[config.mk]
export PLATFORM = sky130hd
export DESIGN_NAME = light_conv_ctrl
export DESIGN_NICKNAME = d
export VERILOG_FILES = /design/src/hdl/light_ctrl_pkg.sv /design/src/hdl/conv_timer.sv /design/src/hdl/light_conv_ctrl.sv
export SDC_FILE = /design/constraint.sdc
export NUM_CORES = 1
export LEC_CHECK = 0
export ABC_AREA = 1
export BUFFER_PORTS_ARGS = -buffer_cell sky130_fd_sc_hd__buf_2
export CORE_MARGIN = 10
export CORE_UTILIZATION = 40
export DETAILED_ROUTE_END_ITERATION = 16
export GPL_TIMING_DRIVEN = 0
export PLACE_DENSITY_LB_ADDON = 0.08
export SYNTH_ARGS = -nofsm -noshare
export SYNTH_HDL_FRONTEND = slang
export SYNTH_HIERARCHICAL = 1
export SYNTH_SLANG_ARGS = --single-unit
[constraint.sdc]
create_clock -name clock -period 2.56 [get_ports clock]
set_input_delay 0.512 -clock clock [delete_from_list [all_inputs] [get_ports clock]]
set_output_delay 0.512 -clock clock [all_outputs]
set_load 0.005 [all_outputs]
[src/hdl/light_ctrl_pkg.sv]
// Contract
// Exponent mask set with manual range below 1100b reports exponent zero.
// Any configuration write aborts a running conversion at once.
// After a configuration write requesting conversion, start a fresh one with new settings.
// Range select in bits 15:12 uses exponent encoding, resets to 1100b.
// Range 1100b selects automatic ranging; chosen range goes to result exponent.
// Host must not program reserved range codes 1101b, 1110b, 1111b.
// Conversion-time bit: zero gives 100 ms, one gives 800 ms; resets to one.
// Short time drops resolution: one bit range 0101b, two 0100b-0001b, three 0000b.
// Result layout and LSB weight do not depend on conversion time.
// Mode bits 10:9: 00 shutdown, 01 single-shot, 1x continuous; reset 00.
// Single-shot reads 01b while converting, then field becomes 00b, shutdown.
// Bits 8 to 5 are read-only flags; all other bits read and write.
// Configuration register at address 01h, reset value C810h.
// Result holds 4-bit exponent over 12-bit mantissa, updated every completed conversion.
// Ready flag sets at conversion end; clears on config read or non-shutdown write.
// Auto mode overflow below maximum aborts, raises range, restarts, sets overflow flag.
// Continuous mode starts the next conversion right after each completes.
package light_ctrl_pkg;
  localparam logic [7:0] ADDR_RESULT = 8'h00;
  localparam logic [7:0] ADDR_CFG = 8'h01;
  localparam logic [15:0] CFG_RESET = 16'hC810;
  localparam int RANGE_MSB = 15;
  localparam int RANGE_LSB = 12;
  localparam int PERIOD_BIT = 11;
  localparam int MODE_MSB = 10;
  localparam int MODE_LSB = 9;
  localparam int OVERFLOW_BIT = 8;
  localparam int RDY_BIT = 7;
  localparam int LOW_MSB = 4;
  localparam int EXP_MASK_BIT = 2;
  localparam int EXP_MSB = 15;
  localparam int EXP_LSB = 12;
  localparam logic [3:0] RANGE_AUTO = 4'hC;
  localparam logic [3:0] RANGE_MAX = 4'hB;
  localparam logic [3:0] RANGE_MIN = 4'h0;
  localparam logic [1:0] MODE_OFF = 2'h0;
  localparam logic [1:0] MODE_SINGLE = 2'h1;
  localparam logic [15:0] RESULT_RESET = 16'h0000;
  localparam int CLK_KHZ = 50000;
  localparam int SHORT_MS = 100;
  localparam int LONG_MS = 800;
  localparam int SHORT_CYCLES = SHORT_MS * CLK_KHZ;
  localparam int LONG_CYCLES = LONG_MS * CLK_KHZ;
  localparam int CNT_W = 26;
endpackage

[src/hdl/conv_timer.sv]
`timescale 1ns/100ps
`default_nettype none
module conv_timer #(
  parameter int SHORT_CYCLES = light_ctrl_pkg::SHORT_CYCLES,
  parameter int LONG_CYCLES = light_ctrl_pkg::LONG_CYCLES,
  parameter int CNT_W = light_ctrl_pkg::CNT_W
) (
  input wire logic clock, // system clock
  input wire logic rst_n, // synchronous reset
  input wire logic ce, // clock enable
  input wire logic start, // (re)load and run
  input wire logic abort, // stop without done
  input wire logic long_sel, // 1 selects the long period
  output logic done // one-cycle end pulse
);
  if (SHORT_CYCLES < 1 || LONG_CYCLES < 1 || LONG_CYCLES >= (2 ** CNT_W) || SHORT_CYCLES >= (2 ** CNT_W)) begin : g_chk
    $error("conv_timer: period does not fit the counter");
  end

  logic [CNT_W-1:0] cnt_r;
  logic run_r;
  wire [CNT_W-1:0] load_val = long_sel ? CNT_W'(LONG_CYCLES - 1) : CNT_W'(SHORT_CYCLES - 1);
  wire expire = run_r && (cnt_r == '0);

  always_ff @(posedge clock) begin
    if (!rst_n) begin
      cnt_r <= '0;
      run_r <= 1'b0;
      done <= 1'b0;
    end else if (ce) begin
      done <= expire && !start && !abort;
      if (start) begin
        cnt_r <= load_val;
        run_r <= 1'b1;
      end else if (abort || expire) begin
        run_r <= 1'b0;
      end else if (run_r) begin
        cnt_r <= cnt_r - CNT_W'(1);
      end
    end
  end
endmodule
`default_nettype wire

[src/hdl/light_conv_ctrl.sv]
`timescale 1ns/100ps
`default_nettype none
module light_conv_ctrl #(
  parameter int SHORT_CYCLES = light_ctrl_pkg::SHORT_CYCLES,
  parameter int LONG_CYCLES = light_ctrl_pkg::LONG_CYCLES
) (
  input wire logic clock, // 50 MHz system clock
  input wire logic rst_n, // synchronous reset, active low
  input wire logic ce, // clock enable, freezes all state when low
  input wire logic [7:0] reg_addr, // register address from the serial slave
  input wire logic reg_wr, // write strobe, one cycle
  input wire logic reg_rd, // read strobe, one cycle
  input wire logic [15:0] reg_wdata, // write data
  output logic [15:0] reg_rdata_r, // read data, valid the cycle after reg_rd
  input wire logic [11:0] adc_mantissa, // converter count at conversion end
  input wire logic adc_overflow, // converter overload during conversion
  input wire logic high_limit_flag, // high limit flag from the limit logic
  input wire logic low_limit_hit, // low limit flag from the limit logic
  output logic conv_active_r, // a conversion is running
  output logic [3:0] conv_range_r, // range applied to the converter
  output logic conv_long_r, // 1 = long conversion period in use
  output logic [3:0] alert_cfg_r, // latch, polarity, fault count bits for the alert logic
  output logic [15:0] result_r // result register contents
);
  typedef enum logic {ST_IDLE, ST_CONV} conv_state_t;

  conv_state_t state_r;
  logic [3:0] range_select_r;
  logic conversion_period_sel_r;
  logic [1:0] mode_r;
  logic overflow_flag_r;
  logic ready_flag_r;
  logic [4:0] low_cfg_r;
  logic over_seen_r;
  logic raised_r;
  logic timer_done;

  if (SHORT_CYCLES < 1 || LONG_CYCLES < 1) begin : g_period_chk
    $error("light_conv_ctrl: conversion periods must be at least one cycle");
  end

  // short conversions at ranges 0000b to 0101b keep fewer significant low bits
  function automatic logic [11:0] res_mask(input logic [3:0] rng, input logic long_t);
    logic [11:0] m;
    m = 12'hFFF;
    if (!long_t) begin
      if (rng == 4'h5) m = 12'hFFE;
      else if (rng >= 4'h1 && rng <= 4'h4) m = 12'hFFC;
      else if (rng == 4'h0) m = 12'hFF8;
    end
    return m;
  endfunction

  wire cfg_hit = reg_addr == light_ctrl_pkg::ADDR_CFG;
  wire res_hit = reg_addr == light_ctrl_pkg::ADDR_RESULT;
  wire cfg_wr = reg_wr && cfg_hit;
  wire cfg_rd = reg_rd && cfg_hit;
  wire [3:0] wr_range = reg_wdata[light_ctrl_pkg::RANGE_MSB:light_ctrl_pkg::RANGE_LSB];
  wire [1:0] wr_mode = reg_wdata[light_ctrl_pkg::MODE_MSB:light_ctrl_pkg::MODE_LSB];
  wire wr_long = reg_wdata[light_ctrl_pkg::PERIOD_BIT];
  wire wr_go = wr_mode != light_ctrl_pkg::MODE_OFF;
  wire auto_rng = range_select_r == light_ctrl_pkg::RANGE_AUTO;
  wire mask_exp = low_cfg_r[light_ctrl_pkg::EXP_MASK_BIT] && (range_select_r < light_ctrl_pkg::RANGE_AUTO);
  wire in_conv = state_r == ST_CONV;
  // reserved range codes are not guarded; the host keeps them out
  // overload in the completion cycle only feeds the flag, else a single shot would restart after shutdown
  wire step_up = in_conv && !timer_done && adc_overflow && auto_rng && (conv_range_r < light_ctrl_pkg::RANGE_MAX);
  wire finish = timer_done && !cfg_wr;
  wire continuous = mode_r[1];
  wire [3:0] start_range = (wr_range == light_ctrl_pkg::RANGE_AUTO) ? light_ctrl_pkg::RANGE_MIN : wr_range;
  wire timer_start = (cfg_wr && wr_go) || (!cfg_wr && step_up) || (finish && continuous);
  wire timer_long = cfg_wr ? wr_long : conversion_period_sel_r;
  wire [3:0] res_exp = mask_exp ? 4'h0 : conv_range_r;
  wire [11:0] res_man = adc_mantissa & res_mask(conv_range_r, conv_long_r);
  wire [15:0] cfg_word = {range_select_r, conversion_period_sel_r, mode_r, overflow_flag_r, ready_flag_r,
                          high_limit_flag, low_limit_hit, low_cfg_r};
  wire [15:0] rd_mux = cfg_hit ? cfg_word : (res_hit ? result_r : 16'h0000);
  wire ready_clear = cfg_rd || (cfg_wr && wr_go);

  conv_timer #(
    .SHORT_CYCLES(SHORT_CYCLES),
    .LONG_CYCLES(LONG_CYCLES),
    .CNT_W(light_ctrl_pkg::CNT_W)
  ) u_timer (
    .clock(clock),
    .rst_n(rst_n),
    .ce(ce),
    .start(timer_start),
    .abort(cfg_wr),
    .long_sel(timer_long),
    .done(timer_done)
  );

  // configuration fields
  always_ff @(posedge clock) begin
    if (!rst_n) begin
      range_select_r <= light_ctrl_pkg::CFG_RESET[light_ctrl_pkg::RANGE_MSB:light_ctrl_pkg::RANGE_LSB];
      conversion_period_sel_r <= light_ctrl_pkg::CFG_RESET[light_ctrl_pkg::PERIOD_BIT];
      mode_r <= light_ctrl_pkg::CFG_RESET[light_ctrl_pkg::MODE_MSB:light_ctrl_pkg::MODE_LSB];
      low_cfg_r <= light_ctrl_pkg::CFG_RESET[light_ctrl_pkg::LOW_MSB:0];
      alert_cfg_r <= {light_ctrl_pkg::CFG_RESET[4:3], light_ctrl_pkg::CFG_RESET[1:0]};
    end else if (ce) begin
      if (cfg_wr) begin
        range_select_r <= wr_range;
        conversion_period_sel_r <= wr_long;
        mode_r <= wr_mode;
        low_cfg_r <= reg_wdata[light_ctrl_pkg::LOW_MSB:0];
        alert_cfg_r <= {reg_wdata[4:3], reg_wdata[1:0]};
      end else if (finish && mode_r == light_ctrl_pkg::MODE_SINGLE) begin
        mode_r <= light_ctrl_pkg::MODE_OFF;
      end
    end
  end

  // conversion sequencing; a write in the completion cycle wins and drops that result
  always_ff @(posedge clock) begin
    if (!rst_n) begin
      state_r <= ST_IDLE;
      conv_active_r <= 1'b0;
      conv_range_r <= light_ctrl_pkg::RANGE_MIN;
      conv_long_r <= light_ctrl_pkg::CFG_RESET[light_ctrl_pkg::PERIOD_BIT];
      over_seen_r <= 1'b0;
      raised_r <= 1'b0;
    end else if (ce) begin
      case (state_r)
        ST_IDLE: begin
          if (cfg_wr && wr_go) begin
            state_r <= ST_CONV;
            conv_active_r <= 1'b1;
          end
        end
        ST_CONV: begin
          if (cfg_wr && !wr_go) begin
            state_r <= ST_IDLE;
            conv_active_r <= 1'b0;
          end else if (finish && !continuous) begin
            state_r <= ST_IDLE;
            conv_active_r <= 1'b0;
          end
        end
        default: begin
          state_r <= ST_IDLE;
          conv_active_r <= 1'b0;
        end
      endcase
      if (cfg_wr) begin
        conv_range_r <= start_range;
        conv_long_r <= wr_long;
        over_seen_r <= 1'b0;
        raised_r <= 1'b0;
      end else if (step_up) begin
        conv_range_r <= conv_range_r + 4'h1;
        raised_r <= 1'b1;
        over_seen_r <= 1'b0;
      end else if (finish) begin
        over_seen_r <= 1'b0;
        raised_r <= 1'b0;
      end else if (in_conv && adc_overflow) begin
        over_seen_r <= 1'b1;
      end
    end
  end

  // result, flags and read data
  always_ff @(posedge clock) begin
    if (!rst_n) begin
      result_r <= light_ctrl_pkg::RESULT_RESET;
      overflow_flag_r <= 1'b0;
      ready_flag_r <= 1'b0;
      reg_rdata_r <= 16'h0000;
    end else if (ce) begin
      if (finish) begin
        result_r <= {res_exp, res_man};
        overflow_flag_r <= over_seen_r || raised_r || adc_overflow;
      end
      // a completion in the clearing cycle still sets the flag
      if (finish) ready_flag_r <= 1'b1;
      else if (ready_clear) ready_flag_r <= 1'b0;
      if (reg_rd) reg_rdata_r <= rd_mux;
    end
  end
endmodule
`default_nettype wire

==> flow_metrics.py <==
metrics = {
    "status": {
        "status": "finished, final reports clean",
    },
    "routing": {
        "firstDrtPassIters": 5,
        "postRouteWirelength_um": 14100,
        "vias_per_cell": 4.98,
        "first_iter_violations": 303,
        "drc": 0,
        "vias": 4764,
        "final_antenna_net_count": 0,
        "route.detailed.wl_per_inst_um": 14.8,
    },
    "yosys": {
        "synthCells": 716,
        "synth_top_area_share_pct": 36.1,
        "netlist_area_um2": 4610,
        "synth_top_area_cell": "dfxtp_1",
        "synth_fp_nets": 764,
        "ys_seq_elements": 83,
        "seq_area_frac_synth_pct": 36.1,
        "synth.area.top_cells": "dfxtp_1 (36%), nand2_1 (17%), nor2_1 (7.6%)",
        "syn_avg_cell_area_um2": 6.44,
        "yosys_warnings": 6,
        "netlist-cell-type-count": 34,
    },
    "setup_path": {
        "crit_path_end_kind": "flip-flop",
        "start_kind": "flip-flop",
        "crit_type": "flip-flop to flip-flop",
        "cp.arrival_ns": 2.54,
        "critPathRequiredTime_ns": 2.83,
        "worst-path-max-fanout": 10,
    },
    "grt": {
        "antenna_found_initial": 0,
        "overflow": 0,
        "grt_max_degree": 15,
        "grt_pass1_wl_um": 22400,
        "grtUsageTotal_pct": 17.0,
        "grt_pass1_vias": 4313,
    },
    "floorplan": {
        "die_w_um": 127,
        "die_area_um2": 16200,
        "ioPinCount": 86,
        "start_util_pct": 40.5,
        "rows": 39,
        "core_um2": 11400,
        "die_h_um": 127,
    },
    "cells_and_area": {
        "post-route-util_pct": 48.5,
        "final_cells": 956,
        "drive_above_1_share_pct": 18.7,
        "area_growth_pct": 19.5,
        "antenna_cells": 0,
        "nNetsFinal": 856,
    },
    "cts": {
        "cts_tree": "done",
        "post_cts_resized": 0,
        "clk_pin_slew_ns": 0.07,
        "cts_buffer_depth": 2,
        "cts-buffers-inserted": 9,
        "cts_setup_buffers": 0,
        "clock_insertion_delay_worst_skew_ns": 0.34,
        "cts_max_level": 3,
        "root_buffer": "clkbuf_16",
        "clock_sinks": 83,
        "ctsHoldBuffers": 0,
    },
    "power": {
        "p_per_area_nw_per_um2": 653,
        "ir_drop_mv": 0.289,
        "power_leakage_uw": 0.00280,
    },
    "timing": {
        "max_slew.worst_pin.slew_ns": 0.610,
        "max_slew_margin_pct": 59.3,
        "setup_viol": 0,
        "fmax_ghz": 0.439,
        "period_needed_ns": 2.28,
        "clock-skew-final_ns": 0.00754,
        "maxSlewViolCount": 0,
        "period_share_pct": 88.9,
        "final_hold_viol_count": 0,
        "rsz0062_at_grt": "no",
    },
    "placement": {
        "hpwl_um": 10900,
        "portBuffers": 81,
        "place_inst": 940,
        "place.gp.congestion": 0.912,
    },
    "min_path": {
        "hold_path.class": "input port to flip-flop",
    },
    "job": {
        "cap_violations": 0,
    },
}
[cell usage after synthesis]
master and count:
o21ai_2 1, ha_1 4, o21ai_1 7, buf_4 6, buf_1 1, or3_1 1
nor3_1 5, o21ai_0 24, nor2_4 4, or2_1 1, xnor2_1 3, nor2_1 93
clkbuf_8 1, nand4_1 10, or2_2 3, nand2_2 6, nand3_4 2, clkbuf_1 8
nor2_2 5, inv_2 4, nand3b_1 6, a31o_2 1, nand3_1 68, xor2_1 5
dfxtp_1 83, a21oi_2 2, buf_6 5, nand2_1 212, inv_1 76, a21oi_1 48
clkinv_1 1, o211ai_1 8, buf_2 8, nand2_4 4
[cell type report]
type,instances,area (um^2)
Multi-Input combinational cell,523,2450
Tap cell,143,179
Clock inverter,5,60.1
Sequential cell,83,1660
Fill cell,1237,5860
Buffer,29,193
Timing Repair Buffer,81,405
Inverter,81,304
Clock buffer,11,253
[flip-flops by register name, summed over array words and instances, names as in the netlist]
name / flops
ready_flag_r: 1
over_seen_r: 1
overflow_flag_r: 1
low_cfg_r: 1
u_timer/done: 1
conv_active_r: 1
mode_r: 2
range_select_r: 4
conversion_period_sel_r: 1
conv_range_r: 4
reg_rdata_r: 16
u_timer/cnt_r: 26
conv_long_r: 1
result_r: 16
raised_r: 1
alert_cfg_r: 4
in_conv: 1
u_timer/run_r: 1
[cell usage in the layout, fill, tap and decap left out, types with 5 or more instances in the layout]
cell type and instances:
nand3b_1 6, clkbuf_16 9, o21ai_0 24, nor2_2 5, inv_1 76, nor3_1 5, nor2_1 93, o21ai_1 7
dfxtp_1 83, nand4_1 10, nand2_2 6, o211ai_1 8, buf_6 5, a21oi_1 48, xor2_1 5, nand2_1 212
nand3_1 68, buf_2 89, buf_4 6, clkbuf_1 6
[metal layers]
metal / GRT usage (%) / share of wire, % / vias up
met5: 0 / 0 / -
met4: 5.49 / 1.2 / 0
met3: 3.56 / 6.0 / 12
met2: 24.1 / 42 / 133
met1: 24.8 / 51 / 2163
li1: - / - / 2456
[power by group]
part	switching, uW	total, uW	leakage, uW	internal, uW
clock network	557	1370	0.000152	813
registers	50.0	1390	0.000672	1340
logic	533	841	0.00197	308
[worst paths after layout]
path / from / endpoint / depth (start not counted) / slack [ns]
worst max-delay path: conv_range_r[0]$_SDFFE_PN0P_ / u_timer/cnt_r[20]$_SDFFE_PN0P_ / 13 / 0.28
worst min-delay path: reg_wdata[4] / alert_cfg_r[3]$_SDFFE_PN1P_ / 3 / 0.37
worst max register to register: conv_range_r[0]$_SDFFE_PN0P_ / u_timer/cnt_r[20]$_SDFFE_PN0P_ / 13 / 0.28
worst min register to register: raised_r$_SDFFE_PN0P_ / raised_r$_SDFFE_PN0P_ / 2 / 0.48
[cell families after synthesis]
logic type	share of synthesized area [%]
AND/OR/NAND/NOR	40.0
buffers and inverters	10.7
AO/OA/AOI/OAI	10.6
flip-flops	36.1
XOR/XNOR	1.52
adder cells (fa/ha/maj)	1.09
[stage by stage]
stage	hold slack (ns)	setup slack (ns)	TNS [ns]	total power, uW	area [um^2]
finish	0.373	0.284	0	3600	5510
global route	0.388	0.0262	0	3810	5510
CTS	0.366	0.104	0	3620	5510
detailed placement	0.468	-0.234	-4.08	2250	5190
global placement	0.451	-0.207	-4.01	2240	5190
floorplan	0.439	0.396	0	2030	4610
[critical path, stage by stage, from the launching register on]
cell,delay [ns]
dfxtp_1,0.36
ha_1,0.23
nor2_1,0.11
nor2_1,0.05
nand3b_1,0.20
nand2_1,0.15
nand2_1,0.07
o21ai_0,0.07
clkbuf_2,0.22
nand2_1,0.16
nand2_4,0.17
buf_4,0.20
nand2_1,0.07
a21oi_1,0.12
No activity file was read; power rests on OpenSTA's default activity.
